--- src/hw/fbrc_defines.vh ---
// Constants for the flash burst read setup word and burst sequencer
// How it works
// First datum X cycles after address capture
// X latency 7..16, 7 continuous only
// Later data every Y cycles, Y one/two
// Next latency bit: 0 one, 1 two cycles
// Latency codes decode to 7..16, 0001 reserved
// Controller picks latency fitting its clock rate
// Ready timing: at edge or one before
// Ordering bit: 0 interleaved, 1 sequential
// Clock edge bit: 0 falling, 1 rising
// Async mode: random or strobe captured address
// Length codes: 1, 2, 4, 8, continuous
// Continuous length only with sequential ordering
// Controller never sets length eight in x32
// Burst wraps inside its aligned length block
// Sequential adds beat, interleaved XORs beat
// Aligned continuous burst never shows not-ready
// Unaligned continuous burst starts with not-ready fetch
// Next address may overlap current data phase
// Controller captures next address six edges early
// Overlap only lengths four/eight x16, four x32
// Read select: synchronous burst or asynchronous
// No advance while not-ready is shown
// Reserved codes rejected, previous setting kept
`ifndef FBRC_DEFINES_VH
`define FBRC_DEFINES_VH

// ----------------------------------------------------------------
// Setup word field positions
// ----------------------------------------------------------------
`define FBRC_RSEL 15
`define FBRC_LAT_HI 14
`define FBRC_LAT_LO 11
`define FBRC_NEXT 9
`define FBRC_RDY 8
`define FBRC_ORD 7
`define FBRC_EDGE 6
`define FBRC_ASYNC 3
`define FBRC_LEN_HI 2
`define FBRC_LEN_LO 0
`define FBRC_SETUP_RST 16'h8000

// ----------------------------------------------------------------
// Length codes and block masks
// ----------------------------------------------------------------
`define FBRC_LEN1 3'b100
`define FBRC_LEN2 3'b101
`define FBRC_LEN4 3'b001
`define FBRC_LEN8 3'b010
`define FBRC_LENC 3'b111
`define FBRC_MASK1 3'h0
`define FBRC_MASK2 3'h1
`define FBRC_MASK4 3'h3
`define FBRC_MASK8 3'h7

// ----------------------------------------------------------------
// Latency codes and cycle values
// ----------------------------------------------------------------
`define FBRC_XC7 4'h2
`define FBRC_XC8 4'h3
`define FBRC_XC9 4'h4
`define FBRC_XC10 4'h5
`define FBRC_XC11 4'h6
`define FBRC_XC12 4'h9
`define FBRC_XC13 4'ha
`define FBRC_XC14 4'hb
`define FBRC_XC16 4'hd
`define FBRC_XV7 5'h07
`define FBRC_XV8 5'h08
`define FBRC_XV9 5'h09
`define FBRC_XV10 5'h0a
`define FBRC_XV11 5'h0b
`define FBRC_XV12 5'h0c
`define FBRC_XV13 5'h0d
`define FBRC_XV14 5'h0e
`define FBRC_XV16 5'h10
`define FBRC_XNONE 5'h00
`define FBRC_Y1 2'h1
`define FBRC_Y2 2'h2
`define FBRC_LAST 5'h01
`define FBRC_FETCH 5'h04
`define FBRC_ALIGN_HI 1

// ----------------------------------------------------------------
// Pin synchroniser layout
// ----------------------------------------------------------------
`define FBRC_AW 22
`define FBRC_PIN_W 27
`define FBRC_PIN_RST 27'h000000e
`define FBRC_P_K 0
`define FBRC_P_L 1
`define FBRC_P_B 2
`define FBRC_P_E 3
`define FBRC_P_W 4
`define FBRC_P_A 5

`endif

--- src/hw/fbrc_burst_read.v ---
// Burst read setup word and synchronous burst sequencer
`timescale 1ns/100ps
`include "fbrc_defines.vh"

module fbrc_burst_read (
  input wire REF_CLK,
  input wire NRST,
  input wire SETUP_WR,
  input wire [15:0] SETUP_DATA,
  input wire BURST_CLK,
  input wire ADDR_LATCH_N,
  input wire ADVANCE_N,
  input wire CHIP_EN_N,
  input wire WORD_X32,
  input wire [21:0] ADDR,
  output wire [15:0] SETUP_WORD,
  output reg SETUP_REJECT,
  output wire SYNC_READ,
  output wire LATCH_CTRL_READ,
  output reg [21:0] BURST_ADDR,
  output reg BEAT_STB,
  output wire BURST_BUSY,
  output wire READY_O,
  output wire READY_OE_N
);

  // ----------------------------------------------------------------
  // Sequencer states
  // ----------------------------------------------------------------
  localparam ST_IDLE = 4'h1; // No burst running
  localparam ST_LAT = 4'h2;  // Counting first latency
  localparam ST_WAIT = 4'h4; // Internal fetch, not-ready shown
  localparam ST_DATA = 4'h8; // Presenting data beats

  // ----------------------------------------------------------------
  // Decoding functions
  // ----------------------------------------------------------------

  // Latency code to cycles, zero for a reserved code
  function [4:0] lat_of;
    input [3:0] code;
    begin
      case (code)
        `FBRC_XC7: lat_of = `FBRC_XV7;
        `FBRC_XC8: lat_of = `FBRC_XV8;
        `FBRC_XC9: lat_of = `FBRC_XV9;
        `FBRC_XC10: lat_of = `FBRC_XV10;
        `FBRC_XC11: lat_of = `FBRC_XV11;
        `FBRC_XC12: lat_of = `FBRC_XV12;
        `FBRC_XC13: lat_of = `FBRC_XV13;
        `FBRC_XC14: lat_of = `FBRC_XV14;
        `FBRC_XC16: lat_of = `FBRC_XV16;
        default: lat_of = `FBRC_XNONE;
      endcase
    end
  endfunction

  // Length code to block mask; also tells if the code is listed
  function [3:0] len_of;
    input [2:0] code;
    begin
      case (code)
        `FBRC_LEN1: len_of = {1'b1, `FBRC_MASK1};
        `FBRC_LEN2: len_of = {1'b1, `FBRC_MASK2};
        `FBRC_LEN4: len_of = {1'b1, `FBRC_MASK4};
        `FBRC_LEN8: len_of = {1'b1, `FBRC_MASK8};
        `FBRC_LENC: len_of = {1'b1, `FBRC_MASK8};
        default: len_of = {1'b0, `FBRC_MASK1};
      endcase
    end
  endfunction

  // Whole-word check of a setup write
  function wr_ok;
    input [15:0] w;
    input x32;
    reg [4:0] x;
    reg [3:0] ln;
    reg cont;
    begin
      x = lat_of(w[`FBRC_LAT_HI:`FBRC_LAT_LO]);
      ln = len_of(w[`FBRC_LEN_HI:`FBRC_LEN_LO]);
      cont = (w[`FBRC_LEN_HI:`FBRC_LEN_LO] == `FBRC_LENC);
      // Asynchronous words leave the burst fields unused
      wr_ok = w[`FBRC_RSEL] |
        ((x != `FBRC_XNONE) && ln[3] &&
         !(x == `FBRC_XV7 && !cont) &&
         !(cont && !w[`FBRC_ORD]) &&
         !(x32 && w[`FBRC_LEN_HI:`FBRC_LEN_LO] == `FBRC_LEN8));
    end
  endfunction

  // ----------------------------------------------------------------
  // Pin synchronisers
  // ----------------------------------------------------------------

  // All pins come from the controller, outside our clock
  wire [26:0] pin_raw;
  wire [26:0] pin_s;
  wire [26:0] pin_rst = `FBRC_PIN_RST; // Idle level of each pin
  assign pin_raw = {ADDR, WORD_X32, CHIP_EN_N, ADVANCE_N, ADDR_LATCH_N, BURST_CLK};

  // Two flops per pin; the address rides with its strobe, so the
  // same delay keeps them aligned. Skew on a changing address is
  // the controller's to avoid by holding it around the strobe.
  genvar gi;
  generate
    for (gi = 0; gi < `FBRC_PIN_W; gi = gi + 1) begin : g_sync
      reg s1;
      reg s2;
      always @(posedge REF_CLK) begin
        if (!NRST) begin
          s1 <= pin_rst[gi];
          s2 <= pin_rst[gi];
        end else begin
          s1 <= pin_raw[gi];
          s2 <= s1;
        end
      end
      assign pin_s[gi] = s2;
    end
  endgenerate

  wire k = pin_s[`FBRC_P_K];       // Burst clock level
  wire l_n = pin_s[`FBRC_P_L];     // Address strobe, low active
  wire b_n = pin_s[`FBRC_P_B];     // Advance, low active
  wire e_n = pin_s[`FBRC_P_E];     // Chip enable, low active
  wire x32 = pin_s[`FBRC_P_W];     // Double-word organisation
  wire [21:0] a = pin_s[`FBRC_PIN_W-1:`FBRC_P_A]; // Address

  // ----------------------------------------------------------------
  // Setup word and its fields
  // ----------------------------------------------------------------
  reg [15:0] setup;  // Stored setup word
  reg k_prev;        // Burst clock one sample ago
  reg l_prev;        // Strobe one sample ago

  wire sync_on = ~setup[`FBRC_RSEL];
  wire async_latch = setup[`FBRC_ASYNC]; // Strobe-captured read
  wire [4:0] lat_x = lat_of(setup[`FBRC_LAT_HI:`FBRC_LAT_LO]);
  wire [1:0] y_lat = setup[`FBRC_NEXT] ? `FBRC_Y2 : `FBRC_Y1;
  wire rdy_early = setup[`FBRC_RDY]; // Not-ready one cycle early
  wire seq = setup[`FBRC_ORD];
  wire edge_rise = setup[`FBRC_EDGE]; // Active burst clock edge
  wire [3:0] len_info = len_of(setup[`FBRC_LEN_HI:`FBRC_LEN_LO]);
  wire [2:0] mask = len_info[2:0]; // Block mask of the length
  wire cont = (setup[`FBRC_LEN_HI:`FBRC_LEN_LO] == `FBRC_LENC);
  wire [3:0] len_cnt = {1'b0, mask} + 4'h1; // Beats per wrapped burst

  // Overlap is only legal for blocks of four, or eight in x16
  wire pipe_ok = !cont && ((mask == `FBRC_MASK4) ||
    (mask == `FBRC_MASK8 && !x32));

  // Active edge of the burst clock, picked by the edge bit
  wire kedge = edge_rise ? (k & ~k_prev) : (~k & k_prev);

  // ----------------------------------------------------------------
  // Sequencer state
  // ----------------------------------------------------------------
  reg [3:0] state;      // One-hot sequencer state
  reg [4:0] lat_cnt;    // Edges left to the first datum
  reg [4:0] fetch_cnt;  // Edges left in the fetch wait
  reg [1:0] y_cnt;      // Edges left to the next datum
  reg [3:0] beat;       // Index of the next beat to present
  reg [21:0] start;     // Captured start address
  reg [21:0] cur;       // Address presented last
  reg pend_v;           // Overlapped address waiting
  reg [21:0] pend_addr; // Overlapped start address
  reg [4:0] pend_cnt;   // Its latency, counting meanwhile
  reg r_low;            // Not-ready being driven

  wire unal = (start[`FBRC_ALIGN_HI:0] != 2'h0); // Off a four-word line
  wire done = (state == ST_DATA) && !cont && (beat == len_cnt);
  wire [21:0] wrap_addr; // Next address inside the block

  // Next address of a wrapped burst
  fbrc_order u_order (
    .start(start),
    .beat(beat[2:0]),
    .mask(mask),
    .seq(seq),
    .addr(wrap_addr)
  );

  // Continuous bursts run linearly and roll over at the top
  wire [21:0] next_addr = cont ? cur + 22'h000001 : wrap_addr;

  // ----------------------------------------------------------------
  // Not-ready indication
  // ----------------------------------------------------------------

  // Early timing raises it one edge sooner and drops it one sooner
  wire next_r_low = rdy_early ?
    ((state == ST_WAIT && fetch_cnt > `FBRC_LAST) ||
     (state == ST_LAT && lat_cnt == `FBRC_LAST && cont && unal)) :
    (state == ST_WAIT && !(kedge && fetch_cnt == `FBRC_LAST));

  // ----------------------------------------------------------------
  // Setup word write
  // ----------------------------------------------------------------

  // A rejected word leaves the old setting alone and flags it,
  // so the sequencer never runs on an undefined code
  always @(posedge REF_CLK) begin
    if (!NRST) begin
      setup <= `FBRC_SETUP_RST;
      SETUP_REJECT <= 1'b0;
    end else if (SETUP_WR) begin
      if (wr_ok(SETUP_DATA, x32)) begin
        setup <= SETUP_DATA;
        SETUP_REJECT <= 1'b0;
      end else begin
        SETUP_REJECT <= 1'b1;
      end
    end
  end

  // ----------------------------------------------------------------
  // Edge history and not-ready register
  // ----------------------------------------------------------------
  always @(posedge REF_CLK) begin
    if (!NRST) begin
      k_prev <= 1'b0;
      l_prev <= 1'b1;
      r_low <= 1'b0;
    end else begin
      k_prev <= k;
      l_prev <= l_n;
      r_low <= next_r_low;
    end
  end

  // ----------------------------------------------------------------
  // Burst sequencer
  // ----------------------------------------------------------------

  // Burst steps move only on the active burst clock edge; asynchronous reads and deselect act on any cycle
  always @(posedge REF_CLK) begin
    if (!NRST) begin
      state <= ST_IDLE;
      lat_cnt <= `FBRC_XNONE;
      fetch_cnt <= `FBRC_XNONE;
      y_cnt <= `FBRC_Y1;
      beat <= 4'h0;
      start <= 22'h000000;
      cur <= 22'h000000;
      pend_v <= 1'b0;
      pend_addr <= 22'h000000;
      pend_cnt <= `FBRC_XNONE;
      BURST_ADDR <= 22'h000000;
      BEAT_STB <= 1'b0;
    end else begin
      BEAT_STB <= 1'b0;
      if (!sync_on) begin
        // Asynchronous read: the sequencer sits idle
        state <= ST_IDLE;
        pend_v <= 1'b0;
        if (!async_latch || (l_n && !l_prev)) begin
          BURST_ADDR <= a;
        end
      end else if (e_n) begin
        // Deselect aborts the burst and any queued address
        state <= ST_IDLE;
        pend_v <= 1'b0;
      end else if (kedge) begin
        // Queue a next address while a burst is still running, latency count included
        if (!l_n && state != ST_IDLE && pipe_ok && !pend_v && !done) begin
          pend_v <= 1'b1;
          pend_addr <= a;
          pend_cnt <= lat_x;
        end else if (pend_v && pend_cnt > `FBRC_LAST) begin
          pend_cnt <= pend_cnt - `FBRC_LAST;
        end
        case (state)
          ST_IDLE: begin
            // Capture the start address on the active edge
            if (!l_n) begin
              start <= a;
              lat_cnt <= lat_x;
              state <= ST_LAT;
            end
          end
          ST_LAT: begin
            if (lat_cnt == `FBRC_LAST) begin
              if (cont && unal) begin
                // Fetch the next four words before any data
                fetch_cnt <= `FBRC_FETCH;
                state <= ST_WAIT;
              end else begin
                BURST_ADDR <= start;
                cur <= start;
                BEAT_STB <= 1'b1;
                beat <= 4'h1;
                y_cnt <= y_lat;
                state <= ST_DATA;
              end
            end else begin
              lat_cnt <= lat_cnt - `FBRC_LAST;
            end
          end
          ST_WAIT: begin
            // Advance is ignored while not-ready is shown
            if (fetch_cnt == `FBRC_LAST) begin
              BURST_ADDR <= start;
              cur <= start;
              BEAT_STB <= 1'b1;
              beat <= 4'h1;
              y_cnt <= y_lat;
              state <= ST_DATA;
            end else begin
              fetch_cnt <= fetch_cnt - `FBRC_LAST;
            end
          end
          ST_DATA: begin
            if (done) begin
              // Last beat shown: start the queued burst, if any
              if (pend_v && pend_cnt > `FBRC_LAST) begin
                start <= pend_addr;
                lat_cnt <= pend_cnt - `FBRC_LAST;
                pend_v <= 1'b0;
                state <= ST_LAT;
              end else if (pend_v) begin
                // Its latency is used up: first datum on this very edge
                start <= pend_addr;
                BURST_ADDR <= pend_addr;
                cur <= pend_addr;
                BEAT_STB <= 1'b1;
                beat <= 4'h1;
                y_cnt <= y_lat;
                pend_v <= 1'b0;
              end else if (!l_n) begin
                start <= a;
                lat_cnt <= lat_x;
                state <= ST_LAT;
              end else begin
                state <= ST_IDLE;
              end
            end else if (y_cnt != `FBRC_Y1) begin
              y_cnt <= y_cnt - `FBRC_Y1;
            end else if (!b_n) begin
              // Advance held low: present the next datum
              BURST_ADDR <= next_addr;
              cur <= next_addr;
              BEAT_STB <= 1'b1;
              beat <= beat + 4'h1;
              y_cnt <= y_lat;
            end
          end
          default: begin
            state <= ST_IDLE;
          end
        endcase
      end
    end
  end

  // ----------------------------------------------------------------
  // Outputs
  // ----------------------------------------------------------------

  // Open drain: only ever pulls low, enable low while driving
  assign READY_O = 1'b0;
  assign READY_OE_N = ~r_low;
  assign SETUP_WORD = setup;
  assign SYNC_READ = sync_on;
  assign LATCH_CTRL_READ = ~sync_on & async_latch;
  assign BURST_BUSY = ~state[0];

endmodule

--- src/hw/fbrc_order.v ---
// Address order generator for wrapped bursts
`timescale 1ns/100ps
`include "fbrc_defines.vh"

module fbrc_order (
  input wire [21:0] start,
  input wire [2:0] beat,
  input wire [2:0] mask,
  input wire seq,
  output reg [21:0] addr
);

  // Low bits inside the aligned block
  reg [2:0] low;

  // ----------------------------------------------------------------
  // Wrap within the block; high bits never change, so no crossing
  // ----------------------------------------------------------------
  always @* begin
    if (seq) begin
      low = (start[2:0] + beat) & mask;
    end else begin
      low = (start[2:0] ^ beat) & mask;
    end
    addr = {start[21:3], (start[2:0] & ~mask) | low};
  end

endmodule

--- config.mk ---
export PLATFORM = sky130hd
export DESIGN_NAME = fbrc_burst_read
export DESIGN_NICKNAME = d
export VERILOG_FILES = /design/src/hw/fbrc_burst_read.v /design/src/hw/fbrc_order.v
export VERILOG_INCLUDE_DIRS = /design/src /design/src/hw
export SDC_FILE = /design/constraint.sdc
export NUM_CORES = 1
export LEC_CHECK = 0
export ABC_CLOCK_PERIOD_IN_PS = 3400
export BUFFER_PORTS_ARGS = -buffer_cell sky130_fd_sc_hd__buf_2
export CAP_MARGIN = 20
export CORE_MARGIN = 3
export CORE_UTILIZATION = 55
export CTS_CLUSTER_DIAMETER = 80
export DETAILED_ROUTE_END_ITERATION = 12
export PLACE_DENSITY = 0.75
export REMOVE_ABC_BUFFERS = 1
export SYNTH_ARGS = -nofsm -noshare
export SYNTH_HDL_FRONTEND = slang
export SYNTH_SLANG_ARGS = --single-unit
--- constraint.sdc ---
create_clock -name REF_CLK -period 3.4 [get_ports REF_CLK]
set_input_delay 0.51 -clock REF_CLK [delete_from_list [all_inputs] [get_ports REF_CLK]]
set_output_delay 0.51 -clock REF_CLK [all_outputs]
set_load 0.01 [all_outputs]
# Yosys cells after proc, flatten, opt, wreduce, memory -nomap -nowiden
# Memory sizes are Yosys's and may differ from the RTL's. A register that Yosys moved wholly into a read port is not among the register bits.
# Index checks and enable logic that the tools add are counted.
[totals]
word_cells = 294
ff_bits = 189
mem_count = 2
rom_bits = 160
in_bits = 46
[op_classes]
n_reduce_logical = 63
n_eq_ne = 45
n_mux = 85
n_lt_le_gt_ge = 2
addsub = 8
bitwise_logic = 18
[mem_list]
columns = ["name", "depth", "word_bits", "read_ports", "rd_ports_with_merged_regs", "write_ports", "line_no", "source"]
rows = [
  ["(no name shown)", 16, 5, 1, 0, 0, "fbrc_burst_read.v:43", "case (code)"],
  ["(no name shown)", 16, 5, 1, 1, 0, "fbrc_burst_read.v:43", ""],
]
[ops]
columns = ["op", "count"]
rows = [
  ["$mux W22", 17],
  ["$mux W4", 19],
  ["$pmux W22 S3", 1],
  ["$mux W5", 12],
  ["$pmux W22 S2", 1],
  ["$pmux W4 S4", 2],
  ["$logic_and A1 B1 Y1", 24],
  ["$add A22 B1 Y22 const B", 1],
  ["$reduce_and A11 Y1", 2],
  ["$eq A3 B3 Y1 const B", 7],
  ["$mux W2", 10],
  ["$mux W1", 16],
  ["$ne A4 B4 Y1 const B", 4],
  ["$ne A3 B3 Y1 const B", 5],
  ["$pmux W5 S3", 1],
  ["$sub A5 B1 Y5 const B", 3],
  ["$reduce_and A7 Y1", 2],
  ["$logic_not A1 Y1", 13],
  ["$ne A2 B1 Y1 const B", 6],
  ["$pmux W3 S4", 1],
  ["$pmux W4 S3", 1],
  ["$eq A5 B1 Y1 const B", 2],
  ["$gt A5 B1 Y1 const B", 2],
  ["$ne A2 B2 Y1 const B", 5],
  ["39 further kinds", 64],
]

# Depth between registers and ports, before layout
[logic_depth]
word_depth = 15
mapped_depth = 11

# Modules after synthesis
# Synthesis repeated with hierarchy kept, for this count alone.
[hier_totals]
hier_cells = 1157
hier_area_um2 = 9884.5
[modules_own_cells]
columns = ["module", "area_per_inst_um2", "seq_area_each_um2", "n_inst", "cells_per_inst"]
rows = [
  ["fbrc_burst_read", 9636.7, 3883.7, 1, 1127],
  ["fbrc_order", 247.7, 0.0, 1, 30],
]

# Worst setup path after synthesis
# Ideal clock, no wire load.
[synth_path]
path_kind = "input-to-reg"
start = "input port SETUP_DATA[11]"
end = "register, netlist name lat_x[1]"
path_slack_ps = 568
stages = 11
path_buffers = 1
arrival_ps = 2753
setup_ps = 79
path_cell_list = "inv_1 ha_1 nor4b_1 a22oi_1 a41oi_2 buf_2 nand3_1 o31ai_1 ha_1 o21a_1 a22oi_1"
[synth_between]
elab_chain_cells = 13
elab_cells_between_ends = 15
cone_classes = "eq/ne (1); mux (4); bitwise (1); reduce/logical (8); memory (1)"
[synth_lines]
columns = ["element", "line_no", "source"]
rows = [
  ["start, declared", "fbrc_burst_read.v:9", "input wire [15:0] SETUP_DATA,"],
  ["$mem_v2 Z16 W5", "-", ""],
  ["$mux W5", "fbrc_burst_read.v:208", "end else if (SETUP_WR) begin"],
  ["$mux W5", "fbrc_burst_read.v:205", "if (!NRST) begin"],
  ["$eq A5 B3 Y1 (no line)", "-", ""],
  ["$logic_and A1 B1 Y1", "fbrc_burst_read.v:87", "!(x == `FBRC_XV7 && !cont) &&"],
  ["$logic_not A1 Y1", "fbrc_burst_read.v:87", ""],
  ["$logic_and A1 B1 Y1 (3 in series)", "fbrc_burst_read.v:86", "((x != `FBRC_XNONE) && ln[3] &&"],
  ["$or A1 B1 Y1", "fbrc_burst_read.v:85", "wr_ok = w[`FBRC_RSEL] |"],
  ["$reduce_and A2 Y1 (no line)", "-", ""],
  ["$mux W4 (no line) * (2 in series)", "-", ""],
]
# Every way passes the cells marked *; elsewhere a longest branch is shown, timed or not. The select of a mux whose other input is x is not followed.
# A chain may end at the register's enable or synchronous reset.

# Worst setup path in the final report
[layout_path]
start = "register setup[2], in the netlist SETUP_WORD[2]"
end = "register BURST_ADDR[0]"
[layout_between]
elab_chain_cells = 14
elab_cells_between_ends = 33
cone_classes = "add/sub (1); eq/ne (11); mux (10); bitwise (5); reduce/logical (6)"
[layout_lines]
columns = ["element", "line_no", "source"]
rows = [
  ["start, declared", "fbrc_burst_read.v:134", "reg [15:0] setup;"],
  ["start signal, assigned", "fbrc_burst_read.v:206", "setup <= `FBRC_SETUP_RST;"],
  ["$eq A3 B3 Y1 / $eq A3 B2 Y1 (equally long branches)", "fbrc_burst_read.v:62", "case (code)"],
  ["$reduce_or A2 Y1 (no line)", "-", ""],
  ["$pmux W3 S4", "fbrc_burst_read.v:62", ""],
  ["$and A3 B3 Y3 (tied with other cells)", "fbrc_order.v:23", "low = (start[2:0] ^ beat) & mask;"],
  ["$mux W3 / $and A3 B3 Y3 (equally long branches)", "fbrc_order.v:20, fbrc_order.v:25", ""],
  ["$or A3 B3 Y3", "fbrc_order.v:25", "addr = {start[21:3], (start[2:0] & ~mask) | low};"],
  ["$mux W22", "fbrc_burst_read.v:186", "wire [21:0] next_addr = cont ? cur + 22'h000001 : wrap_addr;"],
  ["$mux W22", "fbrc_burst_read.v:340", "end else if (!b_n) begin"],
  ["$mux W22", "fbrc_burst_read.v:338", "end else if (y_cnt != `FBRC_Y1) begin"],
  ["$mux W22", "fbrc_burst_read.v:315", "if (done) begin"],
  ["$pmux W22 S3", "fbrc_burst_read.v:274", "case (state)"],
  ["$mux W22", "fbrc_burst_read.v:265", "end else if (kedge) begin"],
  ["$mux W22", "fbrc_burst_read.v:261", "end else if (e_n) begin"],
  ["$mux W22", "fbrc_burst_read.v:254", "if (!sync_on) begin"],
  ["end signal, assigned", "fbrc_burst_read.v:290", "BURST_ADDR <= start;"],
  ["end signal, assigned", "fbrc_burst_read.v:304", "BURST_ADDR <= start;"],
  ["end signal, assigned", "fbrc_burst_read.v:325", "BURST_ADDR <= pend_addr;"],
  ["end, declared", "fbrc_burst_read.v:20", "output reg [21:0] BURST_ADDR,"],
]
# Parallel ways exist; a longest one is shown, timed or not. The select of a mux whose other input is x is not followed.

==> metrics.txt <==
row count=47; vias in the first global route=7568; delay-heaviest family, CP=compound AO/OA/AOI/OAI gates; Max H-tree Level=4; Die Y=137 um; sequential area share after synthesis=41.1%; core area=16700 sq um; clk sinks=194; status=finished, final reports clean; drt first pass iters=5; Slew Limit Fails=0; total power=0.00467 W; post-synthesis average cell area=8.49 sq um; ys async rst share=0%; Unique masters post-synth=87; port buffer count=89; die outline area=18800 sq um; Worst Path Max Fanout=15; CTS clock-pin slew for the worst setup and hold paths=0.07 ns; Worst Setup End Kind=register; nets=1237; CP Buf/Inv Count=0; Area Overhead vs Synth=12.5%; Final Setup Violations=0; Worst-Skew Late Latency=0.44 ns; CP max stage cell=o41a_1; Post-CTS Setup Repair Bufs=0; fin crit period=2.99 ns; most common cell after layout, fill and taps aside=dfxtp_1; Hold EP=g_sync[3].s1$_SDFF_PN1_; most frequent cells in the layout=194 x dfxtp_1, 133 x nand2_1, 131 x nor2_1, 88 x buf_2, 86 x a21oi_1; #FFs+latches synth=194; TritonCTS clock tree=done; DIE WIDTH=137 um; min-delay src=CHIP_EN_N; pin slew with the least headroom to its limit=1.03 ns; Worst EP required=3.72 ns; Global Route Usage Sum=26.4%; drt initial violations=732; # diodes=0; placed cell count=1373; WS Path Type=reg2reg; post-cts resize count=0; max_slew headroom=31.2%; LEAKAGE=4.20 nW; Ys Warns=0; Crit Reg-Reg Endpoint=BURST_ADDR[0]$_SDFFE_PN0P_; Hold Path Class=in2reg; Hold Buf Count CTS=0; Clock Path Buffers=2; antenna violations before repair=0; period utilization=87.9%; DRC violations left=0; fmax=335 MHz; Worst Reg-to-Reg Cells=6; proportion of layout cells with a drive suffix above 1=16.2%; I/O Pins=91; CP max stage delay=0.71 ns; Fin. Hold Viols=0; Synth Cell Area=9450 sq um; first-pass GRT wire length=39300 um; CTS root buffer=clkbuf_16; Gate Count Post-Synth=1113; RSZ-0062 raised after global routing=no; Remaining Overflow, GRT=0; largest net degree at the start of global routing=93; r2r startpoint=SETUP_WORD[2]$_SDFFE_PN0P_; max_cap viols=0; power per cell area=439 nW/um^2; Routed WL=24500 um; hold depth=2; CP Cell Sequence=nand2b_4 > xnor2_1 > o311ai_4 > a21oi_4 > o41a_1 > a221o_1; Detailed Place HPWL=15900 um; final cell count without fillers=1405; Synth Flop Type=dfxtp_1; gp weighted congestion=0.865; vias per inst=5.95; critical path startpoint category=register; Initial Utilization=56.6%; VDD IR max=0.454 mV; drt wl/cell=17.4 um; ANT nets after route=0; Post-synth EDFFs=0; CTS Buf Count=17; Worst Path Arrival=3.31 ns; R2R setup slack=0.41 ns; via count=8364; Final Skew=0.0103 ns
## per-layer routing
| layer | wire, um | GRT usage, % | vias to the layer above |
|---|---|---|---|
| li1 | - | - | 4068 |
| met1 | 11100 | 36.8 | 3917 |
| met2 | 10800 | 40.4 | 341 |
| met3 | 2200 | 5.99 | 38 |
| met4 | 467 | 9.09 | 0 |
| met5 | 0 | 0 | - |
## sequential cells by signal (all words and copies together), names as in the netlist, 2 cells and up
signal	count
g_sync.s1	27
g_sync.s2	25
BURST_ADDR	22
cur	22
pend_addr	22
start	22
SETUP_WORD	16
fetch_cnt	5
lat_cnt	5
lat_x	5
pend_cnt	5
beat	4
state	4
y_cnt	2
## final cells by class
type                            instances  area [sq um]
Clock buffer                           19           453
Multi-Input combinational cell        815          5130
Clock inverter                         13           115
Tap cell                              220           275
Sequential cell                       194          3880
Timing Repair Buffer                  112           646
Fill cell                            1434          6080
Inverter                               32           120
## kinds of logic (layout without fill, tap and decap cells)
group,Yosys count,count (layout),synth area share (%)
and+or+nand+nor,462,462,23.9
AOI/OAI and AO/OA,267,267,21.0
DFF,194,194,41.1
buffers and inverters,104,176,4.70
muxes,37,37,3.95
xor gates and xnor gates,28,28,2.60
adders and majority gates,20,20,2.70
other,1,1,0.0397
## Yosys cell counts, types with 9 or more instances
library cell	count	area [sq um]
dfxtp_1	194	3880
nand2_1	133	499
nor2_1	131	492
a21oi_1	86	430
and2_1	56	350
clkbuf_1	46	173
mux2i_1	35	350
a221o_1	33	330
inv_1	31	116
o21ai_0	31	155
nor3_1	28	140
nand3_1	22	110
o221a_2	22	248
buf_2	19	95.1
xnor2_1	19	166
ha_1	18	225
nand2b_1	16	100
a211oi_1	11	82.6
nor4_1	9	56.3
xor2_1	9	78.8
## worst max path at each step
stage	start	endpoint	cells after the start
2_1_floorplan	state[3]$_SDFFE_PP0P_	start[21]$_SDFFE_PN0P_	4
3_3_place_gp	SETUP_DATA[12]	lat_x[1]$_DFF_P_	11
3_5_place_dp	SETUP_DATA[12]	lat_x[1]$_DFF_P_	11
4_1_cts	SETUP_WORD[2]$_SDFFE_PN0P_	BURST_ADDR[0]$_SDFFE_PN0P_	6
5_1_grt	SETUP_WORD[2]$_SDFFE_PN0P_	BURST_ADDR[17]$_SDFFE_PN0P_	6
6_report	SETUP_WORD[2]$_SDFFE_PN0P_	BURST_ADDR[0]$_SDFFE_PN0P_	6
## report_power, final
group / internal [W] / switching, W / total, W
registers: 0.00233 / 0.0000497 / 0.00238
logic: 0.000136 / 0.000197 / 0.000334
clock network: 0.00100 / 0.000951 / 0.00195
## stage by stage
stage	setup slack (ns)	TNS, ns	utilization [%]	hold WS (ns)	instance area [sq um]
finish	0.413	0	63.6	0.252	10600
global route	0.332	0	63.6	0.247	10600
CTS	0.488	0	63.6	0.239	10600
detailed placement	0.337	0	60.2	0.391	10100
global placement	0.474	0	60.2	0.391	10100
floorplan	-1.01	-24.14	-	0.386	9120
(Power assumes the default switching activity.)
